File: src/logic/tcr_pkg.sv
// Package with command codes, scratchpad layout, reset values and timing for the sequencer.
package tcr_pkg;

   // ---------------------------------------------------------------
   // Command codes
   // ---------------------------------------------------------------
   localparam logic [7:0] SELECT_ALL_COMMAND       = 8'hCC;
   localparam logic [7:0] SELECT_ONE_COMMAND       = 8'h55;
   localparam logic [7:0] START_CONVERSION_COMMAND = 8'h44;
   localparam logic [7:0] READ_SCRATCHPAD_COMMAND  = 8'hBE;

   // ---------------------------------------------------------------
   // Scratchpad layout
   // ---------------------------------------------------------------
   localparam logic [7:0] RESERVED_BYTE    = 8'hFF;
   localparam int         ID_BYTES         = 8;
   localparam int         GROUP_BYTES      = 8;
   localparam logic [4:0] CRC_ONE_INDEX    = 5'h08;
   localparam logic [4:0] CRC_TWO_INDEX    = 5'h11;
   localparam logic [4:0] LAST_INDEX       = 5'h11;
   localparam logic [7:0] CRC_POLY_REFLECT = 8'h8C;

   // ---------------------------------------------------------------
   // Reset values of the held registers
   // ---------------------------------------------------------------
   localparam logic [7:0] RESULT_LOW_RESET     = 8'h00;
   localparam logic [7:0] RESULT_HIGH_RESET    = 8'h00;
   localparam logic [7:0] CONFIG_ONE_RESET     = 8'h00;
   localparam logic [7:0] CONFIG_TWO_RESET     = 8'h00;
   localparam logic [7:0] SHORT_ADDRESS_RESET  = 8'h00;
   localparam logic [7:0] ALERT_LOW_LOW_RESET  = 8'h00;
   localparam logic [7:0] ALERT_LOW_HIGH_RESET = 8'h00;
   localparam logic [7:0] ALERT_HIGH_LOW_RESET = 8'h00;
   localparam logic [7:0] ALERT_HIGH_HI_RESET  = 8'h00;
   localparam logic [7:0] TRIM_LOW_RESET       = 8'h00;
   localparam logic [7:0] TRIM_HIGH_RESET      = 8'h00;

   // ---------------------------------------------------------------
   // Timing
   // ---------------------------------------------------------------
   localparam int CLOCK_MHZ            = 250;
   localparam int START_DELAY_TIME_NS  = 1000;
   localparam int START_DELAY_CYCLES   = (START_DELAY_TIME_NS * CLOCK_MHZ + 999) / 1000;

   typedef enum logic [2:0] {
      TCR_IDLE,
      TCR_ADDR,
      TCR_MATCH,
      TCR_FUNC,
      TCR_READ,
      TCR_MUTE
   } tcr_state_t;

endpackage : tcr_pkg

File: src/logic/tcr_sequencer.sv
// Command sequencer for conversion start and scratchpad read-back on a single-wire sensor.
//
// Function
// - Answer every bus reset with presence pulse.
// - Select-all code CCh addresses this device.
// - Code 44h starts conversion, then stores result.
// - Code 55h plus matching 8-byte identifier selects.
// - Code BEh streams scratchpad from first byte.
// - First group: result, status, config, CRC.
// - Second group: alerts, trim, reserved, CRC.
// - Bus reset abandons read and restarts normally.
`timescale 1ns/1ps

module tcr_sequencer
   import tcr_pkg::*;
#(
   parameter logic [63:0] DEVICE_ID          = 64'h0123_4567_89AB_CDEF, // Arbitrary value.
   parameter int          START_DELAY_COUNT  = START_DELAY_CYCLES
) (
   input  wire logic       ref_clk_i,        // Device clock, 250 MHz.
   input  wire logic       reset_i,          // Synchronous reset, active high.
   input  wire logic       bus_reset_i,      // Pulse: host reset pulse seen on the bus.
   input  wire logic       rx_valid_i,       // Pulse: a received byte is complete.
   input  wire logic [7:0] rx_byte_i,        // Received byte, assembled LSB first.
   input  wire logic       tx_req_i,         // Pulse: host starts reading a byte.
   input  wire logic       conv_done_i,      // Pulse: converter has a new result.
   input  wire logic [15:0] conv_result_i,   // Converter result word.
   input  wire logic [7:0] status_i,         // Live device status byte.
   output logic            presence_o,       // Pulse: send presence response.
   output logic            tx_valid_o,       // Pulse: tx_byte_o is ready to shift out.
   output logic [7:0]      tx_byte_o,        // Byte to send, LSB first.
   output logic            conv_start_o,     // Pulse: start the converter.
   output logic            conv_busy_o,      // Level: conversion in progress.
   output logic            selected_o        // Level: device addressed in this frame.
);

   // ---------------------------------------------------------------
   // Helpers
   // ---------------------------------------------------------------
   function automatic logic [7:0] crc8_byte(input logic [7:0] crc, input logic [7:0] data);
      logic [7:0] c;
      logic       fb;
      c  = crc;
      fb = 1'b0;
      for (int i = 0; i < 8; i++) begin
         fb = c[0] ^ data[i];
         c  = {1'b0, c[7:1]};
         if (fb) begin
            c = c ^ CRC_POLY_REFLECT;
         end
      end
      return c;
   endfunction : crc8_byte

   function automatic logic [7:0] id_byte(input logic [2:0] idx);
      logic [63:0] sh;
      sh = DEVICE_ID >> {idx, 3'b000};
      return sh[7:0];
   endfunction : id_byte

   // ---------------------------------------------------------------
   // State
   // ---------------------------------------------------------------
   tcr_state_t  state_r, state_nxt;
   logic [2:0]  id_idx_r, id_idx_nxt;
   logic [4:0]  rd_idx_r, rd_idx_nxt;
   logic [7:0]  crc_r, crc_nxt;
   logic        presence_r, presence_nxt;
   logic        tx_valid_r, tx_valid_nxt;
   logic [7:0]  tx_byte_r, tx_byte_nxt;
   logic        selected_r, selected_nxt;

   logic        conv_pend_r, conv_pend_nxt;
   logic        conv_busy_r, conv_busy_nxt;
   logic        conv_start_r, conv_start_nxt;
   logic [31:0] delay_cnt_r, delay_cnt_nxt;
   logic [7:0]  result_low_r, result_low_nxt;
   logic [7:0]  result_high_r, result_high_nxt;

   logic [7:0]  data_byte;

   // ---------------------------------------------------------------
   // Scratchpad byte selection
   // ---------------------------------------------------------------
   always_comb begin
      case (rd_idx_r)
         5'h00:   data_byte = result_low_r;
         5'h01:   data_byte = result_high_r;
         5'h02:   data_byte = status_i;
         5'h03:   data_byte = RESERVED_BYTE;
         5'h04:   data_byte = CONFIG_ONE_RESET;
         5'h05:   data_byte = CONFIG_TWO_RESET;
         5'h06:   data_byte = SHORT_ADDRESS_RESET;
         5'h07:   data_byte = RESERVED_BYTE;
         5'h09:   data_byte = ALERT_LOW_LOW_RESET;
         5'h0A:   data_byte = ALERT_LOW_HIGH_RESET;
         5'h0B:   data_byte = ALERT_HIGH_LOW_RESET;
         5'h0C:   data_byte = ALERT_HIGH_HI_RESET;
         5'h0D:   data_byte = TRIM_LOW_RESET;
         5'h0E:   data_byte = TRIM_HIGH_RESET;
         default: data_byte = RESERVED_BYTE;
      endcase
   end

   // ---------------------------------------------------------------
   // Command sequencer
   // ---------------------------------------------------------------
   always_comb begin
      state_nxt     = state_r;
      id_idx_nxt    = id_idx_r;
      rd_idx_nxt    = rd_idx_r;
      crc_nxt       = crc_r;
      presence_nxt  = 1'b0;
      tx_valid_nxt  = 1'b0;
      tx_byte_nxt   = tx_byte_r;
      selected_nxt  = selected_r;
      conv_pend_nxt = 1'b0;
      if (bus_reset_i) begin
         // A reset wins over every sequencer step in flight, including a half-read scratchpad; a running conversion goes on.
         presence_nxt = 1'b1;
         state_nxt    = TCR_ADDR;
         selected_nxt = 1'b0;
         id_idx_nxt   = 3'h0;
         rd_idx_nxt   = 5'h00;
         crc_nxt      = 8'h00;
      end else begin
         case (state_r)
            TCR_IDLE: begin
               state_nxt = TCR_IDLE;
            end
            TCR_ADDR: begin
               if (rx_valid_i) begin
                  if (rx_byte_i == SELECT_ALL_COMMAND) begin
                     state_nxt    = TCR_FUNC;
                     selected_nxt = 1'b1;
                  end else if (rx_byte_i == SELECT_ONE_COMMAND) begin
                     state_nxt = TCR_MATCH;
                  end else begin
                     state_nxt = TCR_MUTE;
                  end
               end
            end
            TCR_MATCH: begin
               if (rx_valid_i) begin
                  if (rx_byte_i != id_byte(id_idx_r)) begin
                     state_nxt = TCR_MUTE;
                  end else if (id_idx_r == 3'(ID_BYTES - 1)) begin
                     state_nxt    = TCR_FUNC;
                     selected_nxt = 1'b1;
                  end else begin
                     id_idx_nxt = id_idx_r + 3'h1;
                  end
               end
            end
            TCR_FUNC: begin
               if (rx_valid_i) begin
                  if (rx_byte_i == START_CONVERSION_COMMAND) begin
                     conv_pend_nxt = 1'b1;
                     state_nxt     = TCR_MUTE;
                  end else if (rx_byte_i == READ_SCRATCHPAD_COMMAND) begin
                     state_nxt  = TCR_READ;
                     rd_idx_nxt = 5'h00;
                     crc_nxt    = 8'h00;
                  end else begin
                     state_nxt = TCR_MUTE;
                  end
               end
            end
            TCR_READ: begin
               if (tx_req_i) begin
                  // Bytes are only offered on a host-started read slot.
                  tx_valid_nxt = 1'b1;
                  if (rd_idx_r == CRC_ONE_INDEX || rd_idx_r == CRC_TWO_INDEX) begin
                     tx_byte_nxt = crc_r;
                     crc_nxt     = 8'h00;
                  end else if (rd_idx_r > LAST_INDEX) begin
                     tx_byte_nxt = RESERVED_BYTE;
                  end else begin
                     tx_byte_nxt = data_byte;
                     crc_nxt     = crc8_byte(crc_r, data_byte);
                  end
                  if (rd_idx_r <= LAST_INDEX) begin
                     rd_idx_nxt = rd_idx_r + 5'h01;
                  end
               end
            end
            TCR_MUTE: begin
               state_nxt = TCR_MUTE;
            end
            default: begin
               state_nxt = TCR_IDLE;
            end
         endcase
      end
   end

   always_ff @(posedge ref_clk_i) begin
      if (reset_i) begin
         state_r    <= TCR_IDLE;
         id_idx_r   <= 3'h0;
         rd_idx_r   <= 5'h00;
         crc_r      <= 8'h00;
         presence_r <= 1'b0;
         tx_valid_r <= 1'b0;
         tx_byte_r  <= 8'hFF;
         selected_r <= 1'b0;
      end else begin
         state_r    <= state_nxt;
         id_idx_r   <= id_idx_nxt;
         rd_idx_r   <= rd_idx_nxt;
         crc_r      <= crc_nxt;
         presence_r <= presence_nxt;
         tx_valid_r <= tx_valid_nxt;
         tx_byte_r  <= tx_byte_nxt;
         selected_r <= selected_nxt;
      end
   end

   // ---------------------------------------------------------------
   // Conversion control
   // ---------------------------------------------------------------
   // The conversion runs on its own, so a host reset during it does not cancel it;
   // the host is expected to wait out the start delay plus conversion time anyway.
   always_comb begin
      conv_busy_nxt   = conv_busy_r;
      conv_start_nxt  = 1'b0;
      delay_cnt_nxt   = delay_cnt_r;
      result_low_nxt  = result_low_r;
      result_high_nxt = result_high_r;
      if (conv_pend_r && !conv_busy_r) begin
         conv_busy_nxt = 1'b1;
         delay_cnt_nxt = 32'(START_DELAY_COUNT);
      end else if (conv_busy_r) begin
         if (delay_cnt_r > 32'd1) begin
            delay_cnt_nxt = delay_cnt_r - 32'd1;
         end else if (delay_cnt_r == 32'd1) begin
            delay_cnt_nxt  = 32'd0;
            conv_start_nxt = 1'b1;
         end else if (conv_done_i) begin
            conv_busy_nxt   = 1'b0;
            result_low_nxt  = conv_result_i[7:0];
            result_high_nxt = conv_result_i[15:8];
         end
      end
   end

   always_ff @(posedge ref_clk_i) begin
      if (reset_i) begin
         conv_pend_r   <= 1'b0;
         conv_busy_r   <= 1'b0;
         conv_start_r  <= 1'b0;
         delay_cnt_r   <= 32'd0;
         result_low_r  <= RESULT_LOW_RESET;
         result_high_r <= RESULT_HIGH_RESET;
      end else begin
         conv_pend_r   <= conv_pend_nxt;
         conv_busy_r   <= conv_busy_nxt;
         conv_start_r  <= conv_start_nxt;
         delay_cnt_r   <= delay_cnt_nxt;
         result_low_r  <= result_low_nxt;
         result_high_r <= result_high_nxt;
      end
   end

   assign presence_o   = presence_r;
   assign tx_valid_o   = tx_valid_r;
   assign tx_byte_o    = tx_byte_r;
   assign conv_start_o = conv_start_r;
   assign conv_busy_o  = conv_busy_r;
   assign selected_o   = selected_r;

endmodule : tcr_sequencer

File: config.mk
export PLATFORM = sky130hd
export DESIGN_NAME = tcr_sequencer
export DESIGN_NICKNAME = d
export VERILOG_FILES = /design/src/logic/tcr_pkg.sv /design/src/logic/tcr_sequencer.sv
export SDC_FILE = /design/constraint.sdc
export NUM_CORES = 1
export LEC_CHECK = 0
export ABC_CLOCK_PERIOD_IN_PS = 3300
export BUFFER_PORTS_ARGS = -buffer_cell sky130_fd_sc_hd__clkbuf_2
export CAP_MARGIN = 20
export CORE_MARGIN = 3
export CORE_UTILIZATION = 35
export CTS_CLUSTER_SIZE = 20
export DETAILED_ROUTE_END_ITERATION = 7
export SYNTH_ARGS = -nofsm -noshare
export SYNTH_HDL_FRONTEND = slang
export SYNTH_SLANG_ARGS = --single-unit
File: constraint.sdc
create_clock -name ref_clk_i -period 3.3 [get_ports ref_clk_i]
set_input_delay 0.33 -clock ref_clk_i [delete_from_list [all_inputs] [get_ports ref_clk_i]]
set_output_delay 0.33 -clock ref_clk_i [all_outputs]
set_load 0.02 [all_outputs]
* Word level (Yosys, flattened, before mapping)
Cells that the tools add are included.
** Storage, ports and cells
- Output and inout port bits :: 13
- Logic and storage cells :: 205
- Latch bits :: 0
- Memory bits (read-only) :: 0
- Register bits after elaboration :: 81
- Bits in writable memories :: 0
- Memories :: 0
** Cells by class
- Magnitude comparators :: 3
- Reductions and logical operators :: 25
- Muxes and demuxes :: 89
- Add/subtract/negate cells :: 3
- Bitwise operators :: 26
- Shift operators :: 1
- Divide/modulo/power cells :: 0
- Equality and inequality tests :: 42
- Multipliers :: 0
** Operator list (count)
- $mux 8 :: 53
- $mux 32 :: 2
- $shr 57x6->8 const A :: 1
- $eq 5x4->1 const B :: 7
- $eq 32x1->1 const B :: 1
- $gt 32x1->1 const B :: 1
- $pmux 8 s4 :: 1
- $sub 32x1->32 const B :: 1
- $mux 5 :: 5
- $not 2->3 :: 8
- $ne 2x2->1 const B :: 11
- $mux 3 :: 7
- $reduce_and 6->1 :: 3
- $mux 1 :: 17
- $eq 8x7->1 const B :: 2
- $eq 8x8->1 const B :: 2
- $pmux 8 s2 :: 1
- $eq 5x3->1 const B :: 3
- $ne 3x3->1 const B :: 5
- $pmux 3 s5 :: 1
- $reduce_and 5->1 :: 3
- $not 1->1 :: 10
- $pmux 5 s2 :: 1
- $eq 3x3->1 const B :: 3
- 26 further kinds :: 40

* Depth between registers and ports, before layout
- Depth in word-level cells :: 58
- Mapped depth :: 10
- Depth with buffers taken out :: 8

* Worst setup path after synthesis
OpenSTA, ideal clock, no wires.
- Kind :: register -> register
- Start point :: register rd_idx_r[0]
- End point :: register crc_r[4]
- Data arrival time :: 2454 ps
- Buffers on the path :: 1
- Slack :: 776 ps
- Period minus slack after synthesis :: 2524 ps
- Setup time :: 71 ps
- Stages on the path, launching flop included :: 10
- Cell sequence :: dfxtp_1 inv_1 ha_1 clkbuf_1 a222oi_1 nor2_1 or4_1 a211o_1 a21o_1 a21oi_1
** Between the ends
- Longest elaborated chain between the ends :: 53
- Elaborated cells between the ends (all ways) :: 71
** RTL lines
- from (decl) :: line tcr_sequencer.sv:66 : logic [4:0] rd_idx_r, rd_idx_nxt;
- from (signal assigned) :: line tcr_sequencer.sv:210 : rd_idx_r <= rd_idx_nxt;
- $eq 5x4->1 / $eq 5x3->1 (equally long branches) :: line tcr_sequencer.sv:86 : case (rd_idx_r)
- $reduce_or 9->1 (no source line)
- $pmux 8 s4 :: line tcr_sequencer.sv:86
- $xor 1x1->1 :: line tcr_sequencer.sv:46 : fb = c[0] ^ data[i];
- $mux 8 :: line tcr_sequencer.sv:48 : if (fb) begin
- $mux 8 :: line tcr_sequencer.sv:176 : end else if (rd_idx_r > LAST_INDEX) begin
- $mux 8 :: line tcr_sequencer.sv:173 : if (rd_idx_r == CRC_ONE_INDEX || rd_idx_r == CRC_TWO_INDEX) begin
- $mux 8 :: line tcr_sequencer.sv:170 : if (tx_req_i) begin
- [37 not listed]
- $mux 8 :: line tcr_sequencer.sv:170
- $mux 8 :: line tcr_sequencer.sv:127 : case (state_r)
- $mux 8 :: line tcr_sequencer.sv:118 : if (bus_reset_i) begin
- $mux 8 :: line tcr_sequencer.sv:48
- $mux 8 :: line tcr_sequencer.sv:176
- $mux 8 :: line tcr_sequencer.sv:173
- $mux 8 :: line tcr_sequencer.sv:170
- $pmux 8 s2 :: line tcr_sequencer.sv:127
- to (signal assigned) :: line tcr_sequencer.sv:211 : crc_r <= crc_nxt;
- to (decl) :: line tcr_sequencer.sv:67 : logic [7:0] crc_r, crc_nxt;
Several ways; a longest one is shown, not always the timed one. The select of a mux whose other input is x is not followed.
A chain may end at the register's enable or synchronous reset.

* Worst setup path in the final report
- Start point :: register delay_cnt_r[24]
- End point :: register delay_cnt_r[11]
** Between the ends
- Longest elaborated chain between the ends :: 3
- Elaborated cells between the ends (all ways) :: 5
** RTL lines
- from (decl) :: line tcr_sequencer.sv:76 : logic [31:0] delay_cnt_r, delay_cnt_nxt;
- from (signal assigned) :: line tcr_sequencer.sv:259 : delay_cnt_r <= delay_cnt_nxt;
- $gt 32x1->1 / $eq 32x1->1 (equally long branches) :: line tcr_sequencer.sv:234, tcr_sequencer.sv:236
- $reduce_bool 2->1 (no source line)
- $reduce_and 2->1 (no source line)
Several ways; a longest one is shown, not always the timed one.

==> flow_summary.json <==
{
  "outcome": "complete, no violations",
  "rsz0062_at_grt": "false",
  "finalWeightedCongestion": 0.8216,
  "grt_first_pass_wirelength_mm": 17.51,
  "critPathKind": "register to register",
  "ys.flop_type": "sky130_fd_sc_hd__dfxtp_1",
  "synth_top_family_by_area": "simple AND/OR/NAND/NOR gates",
  "post_synthesis_share_of_cell_area_spent_on_and_or_nand_and_nor_gates_pct": 26.89,
  "timing.hold.worst.start": "conv_result_i[3]",
  "drt_iter0_drc": 337,
  "timing_worst_slew_pin_value_ps": 740.9,
  "initial_core_util_pct": 36.70,
  "synthesis.yosys.warnings": 0,
  "die_width_um": 119.6,
  "hold_path_end": "result_low_r[3]",
  "via_count_of_the_first_global_routing_pass": 3655,
  "critical_path.endpoint_type": "register",
  "synth.ff_latch_count": 81,
  "worstSetupStartpointType": "register",
  "die_area_sq_um": 14310,
  "hold-path-cell-count": 3,
  "fraction_of_registers_with_async_set_reset_pct": 0,
  "timing.critical_path.fanout_max": 6,
  "yosys-top-cells-area": "sky130_fd_sc_hd__dfxtp_1, sky130_fd_sc_hd__xnor2_1, sky130_fd_sc_hd__nor2_1, sky130_fd_sc_hd__nand2_1, sky130_fd_sc_hd__xnor3_1",
  "port-buffer-count": 50,
  "setup-violations-final": 0,
  "overflow": 0,
  "maxSlewHeadroom_pct": 50.20,
  "post-synth-top-area-cell": "sky130_fd_sc_hd__dfxtp_1",
  "hp-class": "input pin to register",
  "post_synth_inst_count": 525,
  "core.rowCount": 40,
  "power_per_standard_cell_area_nw_per_um2": 381.0,
  "synth.most_common_cell": "sky130_fd_sc_hd__dfxtp_1",
  "synth_compound_area_share_pct": 17.67,
  "grt_start_max_net_pins": 34,
  "cts-root-to-sink-buffers": 2,
  "post-route-drc-count": 0,
  "drt_pass1_iterations": 5,
  "synth-seq-area-share_pct": 35.89,
  "post-route-min-period_ps": 2817,
  "syn-mean-instance-area_sq_um": 8.606,
  "antenna_violations_before_repair": 0,
  "antenna_cells": 0,
  "layout-drive-gt1-share_pct": 18.67,
  "post-cts-setup-buffer-count": 0,
  "synth_fa_ha_area_share_pct": 2.769,
  "drv_slew": 0,
  "synth.area.mux_share_pct": 0.6923,
  "clock-sinks": 81,
  "globalRouteMet2Util_pct": 22.88,
  "synth.top_cell.area_share_pct": 35.89,
  "syn_to_final_growth_pct": 14.57,
  "crit_reg_reg_startpoint": "delay_cnt_r[24]",
  "fin_crit_sh_pct": 85.36,
  "cts_tree": "built",
  "busiest_layer": "met2",
  "hold_violations": 0,
  "detailroute.via_count": 3883,
  "data_arrival_time_of_the_critical_path_ps": 3040,
  "syn-num-nets": 573,
  "synth_xor_area_share_pct": 11.63,
  "route.antenna.remaining_nets": 0,
  "clock_latency_ps": 340,
  "grtUsageTotal_pct": 14.84,
  "wire_per_inst_um": 14.32,
  "rr_endpoint": "delay_cnt_r[11]",
  "grtUsageMet3_pct": 3.063,
  "placeableCoreArea_sq_um": 12310,
  "cts_made_buffers": 9,
  "cts_htree_levels": 3,
  "detail_route.vias_per_cell": 5.240,
  "synth.cells.most_frequent": "sky130_fd_sc_hd__dfxtp_1, sky130_fd_sc_hd__nor2_1, sky130_fd_sc_hd__nand2_1",
  "worst-r2r-setup-slack_ps": 480,
  "reg2regPathDepth": 6,
  "routed_wl_mm": 10.61,
  "top_level_ports": 51,
  "final_area_sq_um": 5176,
  "place_hpwl_mm": 7.786,
  "tns_ps": 0,
  "number_of_gates_resized_after_cts": 0,
  "clock_skew_ps": 6.356,
  "fmaxAchievable_mhz": 355.0,
  "leakage_dissipation_nw": 1.976,
  "grt_use_met1_pct": 20.43,
  "ctsHoldBuffers": 0,
  "placed_area_sq_um": 4912,
  "required_time_reported_for_the_critical_path_endpoint_ps": 3520,
  "die-height_um": 119.6,
  "clock_input_transition_at_the_sequential_cells_of_the_worst_setup_and_hold_paths_ps": 60,
  "synthesis.area_sq_um": 4518,
  "max_capacitance_violation_count": 0,
  "root_buffer_master": "sky130_fd_sc_hd__clkbuf_16",
  "finalNetCount": 616,
  "synth_edf_count": 0,
  "ys_types": 65,
  "vdd_drop_max_uv": 237.5
}
## how the worst max path moves through the flow
stage,start,endpoint,cells after the start
CTS,delay_cnt_r[24],delay_cnt_r[22],7
finish,delay_cnt_r[24],delay_cnt_r[11],6
global route,rd_idx_r[0],crc_r[2],8
global placement,delay_cnt_r[24],delay_cnt_r[11],6
detailed placement,delay_cnt_r[24],delay_cnt_r[17],7
floorplan,rd_idx_r[0],crc_r[4],9
## routing by layer
metal  up-vias  part of all wire [%]
met1      1807                    50
met4         0                   1.7
met5         -                     0
met2        74                    44
li1       1991                     -
met3        11                   4.0
## report_power, final
| group | switching (W) | total [W] | internal [W] | leakage (nW) |
|---|---|---|---|---|
| clock | 0.000401 | 0.000905 | 0.000504 | 0.128 |
| sequential | 0.00000472 | 0.000986 | 0.000981 | 0.653 |
| combinational | 0.0000492 | 0.0000818 | 0.0000326 | 1.19 |
## logic make-up (layout without fill, tap and decap cells)
logic type | count (synthesis) | after routing
AOI/OAI and AO/OA | 104 | 104
xor gates and xnor gates | 49 | 49
adders and majority gates | 10 | 10
buffers and inverters | 44 | 92
DFF | 81 | 81
muxes | 3 | 3
and+or+nand+nor | 234 | 234
## area by class of cell
class | instances | area (sq um)
well taps | 168 | 210.2
inverters | 16 | 60.06
clock inverters | 6 | 35.03
clock buffers | 10 | 229.0
fillers | 1222 | 7136
flip-flops and latches | 81 | 1622
repair buffers | 60 | 325.3
multi-input cells | 400 | 2695
## per-stage QoR
stage / total power [W] / setup slack [ps] / instances / hold WS (ps) / utilization (%)
6_report: 0.001972 / 483.1 / 741 / 220.5 / 42.04
5_1_grt: 0.002055 / 281.8 / 741 / 220.2 / 42.04
4_1_cts: 0.001995 / 512.2 / 741 / 213.1 / 42.04
2_1_floorplan: 0.001046 / 775.7 / 525 / 405.6 / -
3_5_place_dp: 0.001089 / 528.7 / 725 / 452.6 / 39.90
3_3_place_gp: 0.001087 / 584.5 / 725 / 443.9 / 39.90
## placed cells by master (no fill, tap or decap), types with 9 or more instances in the layout
cell                        synthesis  routed
sky130_fd_sc_hd__nand2_2            9       9
sky130_fd_sc_hd__nor2_1            63      63
sky130_fd_sc_hd__a21oi_2            9       9
sky130_fd_sc_hd__nand2_1           44      44
sky130_fd_sc_hd__a21oi_1           21      21
sky130_fd_sc_hd__clkbuf_2           0      50
sky130_fd_sc_hd__inv_1             16      16
sky130_fd_sc_hd__o21ai_0           13      13
sky130_fd_sc_hd__nand3_1           11      11
sky130_fd_sc_hd__a211o_1           10      10
sky130_fd_sc_hd__buf_4              0      10
sky130_fd_sc_hd__nor3_1            25      25
sky130_fd_sc_hd__nor4_1            19      19
sky130_fd_sc_hd__xnor2_1           32      32
sky130_fd_sc_hd__clkbuf_16          0       9
sky130_fd_sc_hd__dfxtp_1           81      81
sky130_fd_sc_hd__ha_1              10      10
sky130_fd_sc_hd__xor2_1            10      10
## worst max-delay path: stages (launching register included)
cell,delay (ps)
sky130_fd_sc_hd__dfxtp_1,350
sky130_fd_sc_hd__or4_4,590
sky130_fd_sc_hd__or4_1,670
sky130_fd_sc_hd__nor4_1,610
sky130_fd_sc_hd__a2111oi_0,250
sky130_fd_sc_hd__xnor2_1,180
sky130_fd_sc_hd__nor2_1,50
## state kept, by name, indices dropped and copies added (netlist names)
register	cells
conv_busy_o	1
conv_pend_r	1
conv_start_o	1
crc_r	8
delay_cnt_r	32
id_idx_r	3
presence_o	1
rd_idx_r	5
result_high_r	8
result_low_r	8
selected_o	1
state_r	3
tx_byte_o	8
tx_valid_o	1
Note: power is estimated with default switching activity, not from simulation.
